==> src/cgsc_pkg.sv <==
// package for the ccd gain steering and clamp control block
// constants shared by the design and its verification
package cgsc_pkg;

  // register addresses on the serial write port
  localparam logic [7:0] REG_OPER_MODE   = 8'h05;
  localparam logic [7:0] REG_STEER_SEL   = 8'h06;
  localparam logic [7:0] REG_CLAMP_LEVEL = 8'h07;
  localparam logic [7:0] REG_VGA_GAIN    = 8'h08;
  localparam logic [7:0] REG_CLAMP_DIV   = 8'h09;
  localparam logic [7:0] REG_INT_CFG     = 8'h0a;
  localparam logic [7:0] REG_PIX_GAIN0   = 8'h0c;

  // field widths and positions
  localparam int PIX_GAIN_W    = 6;
  localparam int VGA_GAIN_W    = 10;
  localparam int CLAMP_LVL_W   = 8;
  localparam int STEER_W       = 3;
  localparam int OPER_CLAMP_OFF_BIT = 2;
  localparam int INT_MODE_BIT  = 0;
  localparam int ADC_W         = 12;
  localparam int CORR_W        = 10;

  // reset values
  localparam logic [STEER_W-1:0]     STEER_RST  = 3'h0;
  localparam logic [7:0]             OPER_RST   = 8'h00;
  localparam logic [CLAMP_LVL_W-1:0] CLAMP_RST  = 8'h00;
  localparam logic [VGA_GAIN_W-1:0]  VGA_RST    = 10'h000;
  localparam logic [PIX_GAIN_W-1:0]  PGAIN_RST  = 6'h00;
  localparam logic [7:0]             CDIV_RST   = 8'h00;

  // vga law boundary: region 0 is codes 0..511, region 1 is 512..1023
  localparam logic [VGA_GAIN_W-1:0] VGA_REGION_EDGE = 10'h200;

  // h-counter resets on the sixth clock rising edge after horizontal sync falls
  localparam int HSYNC_RESET_EDGE = 6;
  // the synchroniser and edge detect use up the first three edges, so the delay count stops early
  localparam logic [2:0] HSYNC_DLY_LAST = 3'h2;

  // internal pulse timing in pixels from h-counter reset
  localparam logic [11:0] CLAMP_START  = 12'h004;
  localparam int          CLAMP_MIN_PIX = 20;
  localparam logic [11:0] CLAMP_LEN    = 12'h014;
  localparam logic [11:0] DUMMY_START  = 12'h020;
  localparam int          DUMMY_MIN_PIX = 4;
  localparam logic [11:0] DUMMY_LEN    = 12'h004;
  localparam logic [11:0] BLANK_START  = 12'h000;
  localparam logic [11:0] BLANK_LEN    = 12'h040;

  // steering modes
  typedef enum logic [2:0] {
    STEER_MOSAIC    = 3'b000,
    STEER_VSYNC_SEL = 3'b001,
    STEER_MOSAIC_IL = 3'b010,
    STEER_THREE     = 3'b011,
    STEER_FOUR_I    = 3'b100,
    STEER_FOUR_II   = 3'b101,
    STEER_FIXED     = 3'b110
  } cgsc_steer_t;

endpackage

==> src/cgsc_ctrl.sv <==
// top module of the ccd gain steering and clamp control block
// assumes sync and pulse inputs come from another clock domain (pins); the register write port is used unsynchronised
`timescale 1ns/100ps
// Behaviour
// - four pixel gain registers, one selected per pixel by steering
// - seven steering modes chosen by steering select register at 0x06
// - mosaic mode: lines alternate 0/1 then 2/3, repeating every two lines
// - vsync selected mode: even field uses 0/1, odd field uses 2/3
// - steering sequence is synchronised to external vertical and horizontal sync
// - each pixel gain is a 6-bit code, 64 steps
// - variable gain takes a 10-bit code from the serial port
// - gain code splits into regions 0..511 and 512..1023
// - clamp reference level is an 8-bit programmable value
// - during black interval compare output to reference, filter, drive correction
// - clamp loop updates once per line or less often by divider
// - operating mode bit 2 disables the clamp loop
// - disabled loop still applies clamp level as fixed offset
// - black clamp pulse over black pixels, at least 20 pixels recommended
// - internal mode generates clamp and blank pulses from sync only
// - vsync fall resets to 0/1 line; hsync fall toggles line pattern
// - h-counter resets six clock edges after hsync falls; steering aligned there
module cgsc_ctrl
  import cgsc_pkg::*;
(
  // clock and reset
  input  wire logic                   clk_i,
  input  wire logic                   nrst_i,
  // serial register write port, already deserialised
  input  wire logic                   reg_wr_i,
  input  wire logic [7:0]             reg_addr_i,
  input  wire logic [11:0]            reg_data_i,
  // sync and external pulses
  input  wire logic                   vertical_sync_i,
  input  wire logic                   horizontal_sync_i,
  input  wire logic                   black_clamp_pulse_i,
  input  wire logic                   dummy_clamp_pulse_i,
  input  wire logic                   pre_blank_pulse_i,
  input  wire logic                   horiz_blank_pulse_i,
  // converter output
  input  wire logic [ADC_W-1:0]       adc_data_i,
  // gain and clamp outputs
  output logic [PIX_GAIN_W-1:0]       pixel_gain_amp_o,
  output logic [1:0]                  gain_sel_o,
  output logic [VGA_GAIN_W-1:0]       vga_gain_o,
  output logic                        vga_region_o,
  output logic [CORR_W-1:0]           clamp_dac_o,
  output logic                        field_odd_o,
  output logic [STEER_W-1:0]          steer_mode_o,
  output logic                        black_clamp_pulse_o,
  output logic                        dummy_clamp_pulse_o,
  output logic                        pre_blank_pulse_o,
  output logic                        horiz_blank_pulse_o
);

  // synchronisers for pin inputs
  logic [1:0] vs_sync;
  logic [1:0] hs_sync;
  logic [1:0] clp_sync;
  logic [1:0] dm_sync;
  logic [1:0] pb_sync;
  logic [1:0] hb_sync;
  logic       vs_prev;
  logic       hs_prev;
  logic       vs_fall;
  logic       hs_fall;

  always_ff @(posedge clk_i) begin
    if (!nrst_i) begin
      vs_sync  <= 2'h3;
      hs_sync  <= 2'h3;
      clp_sync <= 2'h0;
      dm_sync  <= 2'h0;
      pb_sync  <= 2'h0;
      hb_sync  <= 2'h0;
      vs_prev  <= 1'b1;
      hs_prev  <= 1'b1;
    end else begin
      vs_sync  <= {vs_sync[0], vertical_sync_i};
      hs_sync  <= {hs_sync[0], horizontal_sync_i};
      clp_sync <= {clp_sync[0], black_clamp_pulse_i};
      dm_sync  <= {dm_sync[0], dummy_clamp_pulse_i};
      pb_sync  <= {pb_sync[0], pre_blank_pulse_i};
      hb_sync  <= {hb_sync[0], horiz_blank_pulse_i};
      vs_prev  <= vs_sync[1];
      hs_prev  <= hs_sync[1];
    end
  end

  assign vs_fall = vs_prev & ~vs_sync[1];
  assign hs_fall = hs_prev & ~hs_sync[1];

  // registers written by the serial port; only steering, vga and pixel gain values are shadows copied at sync falls
  logic [PIX_GAIN_W-1:0]  pg_shadow [4];
  logic [PIX_GAIN_W-1:0]  pg_live   [4];
  logic [STEER_W-1:0]     steer_shadow;
  logic [STEER_W-1:0]     color_steer_select;
  logic [7:0]             operating_mode_reg;
  logic [CLAMP_LVL_W-1:0] clamp_level;
  logic [VGA_GAIN_W-1:0]  vga_shadow;
  logic [7:0]             clamp_div;
  logic                   internal_mode;

  always_ff @(posedge clk_i) begin
    if (!nrst_i) begin
      steer_shadow       <= STEER_RST;
      operating_mode_reg <= OPER_RST;
      clamp_level        <= CLAMP_RST;
      vga_shadow         <= VGA_RST;
      clamp_div          <= CDIV_RST;
      internal_mode      <= 1'b0;
    end else if (reg_wr_i) begin
      if (reg_addr_i == REG_STEER_SEL) begin
        steer_shadow <= reg_data_i[STEER_W-1:0];
      end else if (reg_addr_i == REG_OPER_MODE) begin
        operating_mode_reg <= reg_data_i[7:0];
      end else if (reg_addr_i == REG_CLAMP_LEVEL) begin
        clamp_level <= reg_data_i[CLAMP_LVL_W-1:0];
      end else if (reg_addr_i == REG_VGA_GAIN) begin
        vga_shadow <= reg_data_i[VGA_GAIN_W-1:0];
      end else if (reg_addr_i == REG_CLAMP_DIV) begin
        clamp_div <= reg_data_i[7:0];
      end else if (reg_addr_i == REG_INT_CFG) begin
        internal_mode <= reg_data_i[INT_MODE_BIT];
      end
    end
  end

  // four pixel gain shadow registers
  genvar gi;
  generate
    for (gi = 0; gi < 4; gi++) begin : g_pgain
      always_ff @(posedge clk_i) begin
        if (!nrst_i) begin
          pg_shadow[gi] <= PGAIN_RST;
        end else if (reg_wr_i && reg_addr_i == REG_PIX_GAIN0 + 8'(gi)) begin
          pg_shadow[gi] <= reg_data_i[PIX_GAIN_W-1:0];
        end
      end
    end
  endgenerate

  // horizontal sync delay to the h-counter reset edge
  logic       hs_dly_run;
  logic [2:0] hs_dly;
  logic       hcnt_rst;
  logic [11:0] hcnt;

  always_ff @(posedge clk_i) begin
    if (!nrst_i) begin
      hs_dly_run <= 1'b0;
      hs_dly     <= 3'h0;
      hcnt_rst   <= 1'b0;
    end else begin
      hcnt_rst <= 1'b0;
      if (hs_fall) begin
        hs_dly_run <= 1'b1;
        hs_dly     <= 3'h1;
      end else if (hs_dly_run) begin
        hs_dly <= hs_dly + 3'h1;
        if (hs_dly == HSYNC_DLY_LAST) begin
          hs_dly_run <= 1'b0;
          hcnt_rst   <= 1'b1;
        end
      end
    end
  end

  always_ff @(posedge clk_i) begin
    if (!nrst_i) begin
      hcnt <= 12'h000;
    end else if (hcnt_rst) begin
      hcnt <= 12'h000;
    end else if (hcnt != 12'hfff) begin
      hcnt <= hcnt + 12'h001;
    end
  end

  // field parity, line pattern and settings transfer at sync boundaries
  logic       field_odd;
  logic       line_odd;
  logic [1:0] pix_phase;

  always_ff @(posedge clk_i) begin
    if (!nrst_i) begin
      field_odd <= 1'b0;
      line_odd  <= 1'b0;
    end else if (vs_fall) begin
      field_odd <= ~field_odd;
      line_odd  <= 1'b0;
    end else if (hs_fall) begin
      line_odd  <= ~line_odd;
    end
  end

  always_ff @(posedge clk_i) begin
    if (!nrst_i) begin
      color_steer_select <= STEER_RST;
      vga_gain_o         <= VGA_RST;
      for (int i = 0; i < 4; i++) begin
        pg_live[i] <= PGAIN_RST;
      end
    end else if (vs_fall || hs_fall) begin
      color_steer_select <= steer_shadow;
      vga_gain_o         <= vga_shadow;
      for (int i = 0; i < 4; i++) begin
        pg_live[i] <= pg_shadow[i];
      end
    end
  end

  // pixel phase restarts at the h-counter reset
  always_ff @(posedge clk_i) begin
    if (!nrst_i) begin
      pix_phase <= 2'h0;
    end else if (hcnt_rst) begin
      pix_phase <= 2'h0;
    end else if (color_steer_select == STEER_THREE && pix_phase == 2'h2) begin
      pix_phase <= 2'h0;
    end else begin
      pix_phase <= pix_phase + 2'h1;
    end
  end

  // gain index per pixel by steering mode
  logic [1:0] next_sel;
  always_comb begin
    next_sel = 2'h0;
    case (cgsc_steer_t'(color_steer_select))
      STEER_MOSAIC:    next_sel = {line_odd, pix_phase[0]};
      STEER_VSYNC_SEL: next_sel = {field_odd, pix_phase[0]};
      STEER_MOSAIC_IL: next_sel = {line_odd ^ field_odd, pix_phase[0]};
      STEER_THREE:     next_sel = pix_phase;
      STEER_FOUR_I:    next_sel = pix_phase;
      STEER_FOUR_II:   next_sel = {pix_phase[0], pix_phase[1]};
      STEER_FIXED:     next_sel = 2'h0;
      default:         next_sel = 2'h0;
    endcase
  end

  always_ff @(posedge clk_i) begin
    if (!nrst_i) begin
      gain_sel_o       <= 2'h0;
      pixel_gain_amp_o <= PGAIN_RST;
      steer_mode_o     <= STEER_RST;
      field_odd_o      <= 1'b0;
      vga_region_o     <= 1'b0;
    end else begin
      gain_sel_o       <= next_sel;
      pixel_gain_amp_o <= pg_live[next_sel];
      steer_mode_o     <= color_steer_select;
      field_odd_o      <= field_odd;
      vga_region_o     <= (vga_gain_o >= VGA_REGION_EDGE);
    end
  end

  // internal pulse generation from the h-counter
  function automatic logic in_win(input logic [11:0] pos, input logic [11:0] st, input logic [11:0] len);
    in_win = (pos >= st) && (pos < st + len);
  endfunction

  logic clp_act;
  assign clp_act = internal_mode ? in_win(hcnt, CLAMP_START, CLAMP_LEN) : clp_sync[1];

  always_ff @(posedge clk_i) begin
    if (!nrst_i) begin
      black_clamp_pulse_o <= 1'b0;
      dummy_clamp_pulse_o <= 1'b0;
      pre_blank_pulse_o   <= 1'b0;
      horiz_blank_pulse_o <= 1'b0;
    end else begin
      black_clamp_pulse_o <= clp_act;
      dummy_clamp_pulse_o <= internal_mode ? in_win(hcnt, DUMMY_START, DUMMY_LEN) : dm_sync[1];
      pre_blank_pulse_o   <= internal_mode ? in_win(hcnt, BLANK_START, BLANK_LEN) : pb_sync[1];
      horiz_blank_pulse_o <= internal_mode ? in_win(hcnt, BLANK_START, BLANK_LEN) : hb_sync[1];
    end
  end

  // clamp loop: integrate error during black interval, update per line or divided
  logic                 loop_off;
  logic [7:0]           line_cnt;
  logic                 upd_ok;
  logic signed [15:0]   err_acc;
  logic signed [15:0]   corr;
  logic signed [15:0]   ref_lvl;
  logic signed [15:0]   err;

  assign loop_off = operating_mode_reg[OPER_CLAMP_OFF_BIT];
  assign ref_lvl  = signed'({8'h00, clamp_level});
  assign err      = ref_lvl - signed'({4'h0, adc_data_i});
  assign upd_ok   = (line_cnt == 8'h00);

  always_ff @(posedge clk_i) begin
    if (!nrst_i) begin
      line_cnt <= 8'h00;
    end else if (hcnt_rst) begin
      line_cnt <= upd_ok ? clamp_div : line_cnt - 8'h01;
    end
  end

  always_ff @(posedge clk_i) begin
    if (!nrst_i) begin
      err_acc <= 16'sh0000;
      corr    <= 16'sh0000;
    end else if (loop_off) begin
      err_acc <= 16'sh0000;
      corr    <= ref_lvl;
    end else if (hcnt_rst) begin
      if (upd_ok) begin
        corr <= corr + (err_acc >>> 4);
      end
      err_acc <= 16'sh0000;
    end else if (clp_act && upd_ok) begin
      err_acc <= err_acc + (err >>> 2);
    end
  end

  always_ff @(posedge clk_i) begin
    if (!nrst_i) begin
      clamp_dac_o <= 10'h000;
    end else if (corr < 0) begin
      clamp_dac_o <= 10'h000;
    end else if (corr > 16'sh03ff) begin
      clamp_dac_o <= 10'h3ff;
    end else begin
      clamp_dac_o <= corr[CORR_W-1:0];
    end
  end

endmodule // cgsc_ctrl

==> config.mk <==
export PLATFORM = sky130hd
export DESIGN_NAME = cgsc_ctrl
export DESIGN_NICKNAME = d
export VERILOG_FILES = /design/src/cgsc_pkg.sv /design/src/cgsc_ctrl.sv
export SDC_FILE = /design/constraint.sdc
export NUM_CORES = 1
export LEC_CHECK = 0
export ABC_AREA = 1
export BUFFER_PORTS_ARGS = -buffer_cell sky130_fd_sc_hd__buf_4
export CAP_MARGIN = 20
export CORE_MARGIN = 2
export CORE_UTILIZATION = 45
export DETAILED_ROUTE_END_ITERATION = 8
export PLACE_DENSITY_LB_ADDON = 0.1
export SKIP_CTS_REPAIR_TIMING = 1
export SYNTH_ARGS = -nofsm -noshare
export SYNTH_HDL_FRONTEND = slang
export SYNTH_SLANG_ARGS = --single-unit
==> constraint.sdc <==
create_clock -name clk_i -period 4.1 [get_ports clk_i]
set_input_delay 0.82 -clock clk_i [delete_from_list [all_inputs] [get_ports clk_i]]
set_output_delay 0.82 -clock clk_i [all_outputs]
set_load 0.02 [all_outputs]
==> results.yml <==
setup_path:
  worst_r2r_path_depth: 17
  worstReg2RegStart: "clamp_level[1]"
  r2r_slack_ns: 1.10
  path_common_cell: "nand2_1"
  worstPathCellList: "buf_4 -> inv_1 -> ha_1 -> nand2_1 -> nand2_1 -> nand2_1 -> nand2_1 -> a21boi_0 -> o21ai_0 -> xor2_1 -> ha_1 -> nand2_1 -> inv_1 -> a21oi_1 -> nand2_1 -> a21oi_1 -> xnor2_1 -> nor2_1 -> nor2_1"
  r2r-end: "err_acc[11]"
  cp-start-kind: "input port"
  worst_ep_arrival_time_ns: 3.48
  crit_fanout: 5
  cpPeakStageDelay_ns: 0.36
  required_ns: 4.48
  slowest_stage: "ha_1"
  critPathKind: "in -> reg"
  cp-end-kind: "register"
global_routing:
  grt_max_degree: 48
  grt_pass1_vias: 7174
  antenna_found_initial: 0
  grt.total_usage_pct: 20.0
  grt_pass1_wl_um: 35600
  grt_overflow: 0
cells_and_area:
  nets: 1406
  nFillCells: 2080
  top_regs: "pg_live: 24 flops, pg_shadow: 24 flops"
  layout-drive-gt1-share_pct: 11.5
  area_growth_syn_to_layout_pct: 15.0
  diodes: 0
timing:
  hold_viol: 0
  min_period_ns: 3.10
  post-route-period-util_pct: 75.6
  rsz0062_at_grt: "no"
  max_slew_margin_pct: 40.7
  worstMarginPinSlew_ns: 0.888
  setup_violations: 0
  slew_violations: 0
  setup-tns-final_ns: 0
  fin_skew_ns: 0.0149
  fin_ws_ns: 1.00
  max_clock_freq_ghz: 0.323
route:
  firstDrtPassIters: 5
  viasPerCell: 4.91
  drt_iter0_markers: 308
  ant_nets: 0
  routedWlPerCell_um: 13.5
  vias: 7891
  routed_wl_um: 21800
  drc: 0
synth:
  synth_nets: 1331
  ys_ff_latch: 194
  synth_cell_types: 51
  yosysSeqAreaShare_pct: 45.5
  yosysWarnings: 0
  synth_cells: 1244
  synth_edf_count: 48
  synth_area_um2: 9600
  async_reset_ff_share_pct: 0
  ys.flop_type: "dfxtp_1"
  synth_area_per_cell_um2: 7.72
floorplan:
  start_util_pct: 45.8
  die_y_um: 150
  rows: 53
  fp.dieW_um: 150
  core_area_um2: 21000
  die_area_um2: 22500
  pin_count: 78
placement:
  post-place-ws_ns: 0.552
  io_buffers: 75
  dp_hpwl_um: 16000
  place_congestion: 0.898
cts:
  htreeDepth: 4
  numCtsBuffers: 17
  cts_tree: "yes"
  clk_pin_slew_ns: 0.08
  clk_latency_ns: 0.45
  clockBufferDepth: 2
  cts_num_sinks: 194
  cts_root_buf: "clkbuf_16"
power:
  p_sw_uw: 1140
  p_sw_share_pct: 27.5
  seqPwrFrac_pct: 49.4
  ir_drop_mv: 0.320
  combPwrFrac_pct: 8.6
  p_int_uw: 3000
  power_leakage_uw: 0.00518
  power_density_nw_per_um2: 375
  p_clk_share_pct: 41.9
hold_path:
  holdCritPathClass: "reg -> reg"
  worstHoldPathCells: 2
  worstHoldStart: "pb_sync[0]"
  min_to: "pb_sync[1]"
run:
  cap_violations: 0
outcome:
  outcome: "completed"
## metal layers
metal	vias up	part of all wire, %	GRT usage [%]
li1	4169	-	-
met1	3571	52	29.2
met2	135	43	30.7
met3	16	4.2	3.60
met4	0	1.2	4.95
met5	-	0	0
## power by group through the flow
stage / registers [µW] / clock network (µW) / logic (µW)
floorplan: 2090 / 0 / 241
finish: 2050 / 1740 / 357
global route: 2050 / 1850 / 404
global placement: 2090 / 0 / 355
detailed placement: 2090 / 0 / 358
CTS: 2050 / 1770 / 360
## final cells by class
class                   count  area, µm²  share of cell area, %
flip-flops and latches    194       4360                   39.5
multi-input cells         824       4340                   39.3
inverters                 201        759                   6.88
repair buffers             81        608                   5.51
clock buffers              17        425                   3.85
well taps                 275        344                   3.12
clock inverters            15        204                   1.85
## critical path, delay by kind of cell
kind / cells / cell delay [ns]
adder cells (fa/ha/maj): 2 / 0.63
XOR/XNOR: 2 / 0.31
buffers and inverters: 3 / 0.16
AO/OA/AOI/OAI: 4 / 0.79
AND/OR/NAND/NOR: 8 / 0.76
## cell usage in the layout (no fill, tap or decap), drive strengths merged, types with 14 or more instances in the layout
| cell type | synthesis | routed |
|---|---|---|
| ha | 44 | 44 |
| a21oi | 97 | 97 |
| dfxtp | 146 | 146 |
| clkbuf | 13 | 17 |
| edfxtp | 48 | 48 |
| buf | 12 | 81 |
| a31oi | 14 | 14 |
| o21ai | 88 | 88 |
| nand3 | 70 | 70 |
| nor2 | 169 | 169 |
| xor2 | 17 | 17 |
| inv | 200 | 209 |
| nand2 | 246 | 246 |
## metrics by stage
step	hold slack [ns]	cell area [µm²]	power, µW	utilization, %	cells
finish	0.414	11000	4140	52.7	1607
global route	0.435	11000	4310	52.7	1607
CTS	0.415	11000	4180	52.7	1606
detailed placement	0.395	10400	2450	49.7	1574
global placement	0.397	10400	2450	49.7	1574
floorplan	0.390	9600	2330	-	1244
## cells by family after synthesis
| group | synth area share, % |
|---|---|
| AO/OA/AOI/OAI | 12.7 |
| XOR/XNOR | 2.46 |
| adder cells (fa/ha/maj) | 6.15 |
| buffers and inverters | 9.34 |
| flip-flops | 45.5 |
| AND/OR/NAND/NOR | 23.8 |
## how the worst max path moves through the flow
stage               cells after the start     endpoint  slack (ns)           from
finish                                 19  err_acc[11]         1.0  adc_data_i[1]
global route                           22  err_acc[13]        0.60  adc_data_i[1]
CTS                                    19  err_acc[11]        1.01  adc_data_i[1]
detailed placement                     19  err_acc[11]        0.55  adc_data_i[1]
global placement                       22  err_acc[13]        0.57  adc_data_i[3]
floorplan                              21  err_acc[13]        0.97  adc_data_i[3]
## Yosys cell counts, types with 3 or more instances
cell,count,area (µm²)
buf_2,4,20.0
a21oi_1,96,480
nand2_1,240,901
o22ai_1,11,68.8
inv_1,195,732
edfxtp_1,48,1440
nand3_1,69,345
o21ai_1,8,40.0
ha_1,44,551
nor2_2,5,31.3
a31oi_1,14,87.6
or2_2,9,56.3
nand3b_1,3,22.5
clkbuf_1,12,45.0
a21o_1,4,30.0
xor2_1,17,149
o21ai_0,78,390
xnor2_1,10,87.6
nand4_1,10,62.6
o21bai_1,5,37.5
nor2_4,5,56.3
dfxtp_1,146,2920
nor3_1,6,30.0
nor2_8,3,60.1
nor2_1,156,586
buf_4,5,37.5
inv_2,4,15.0
nand2_2,5,31.3
No activity file was read; power rests on OpenSTA's default activity.
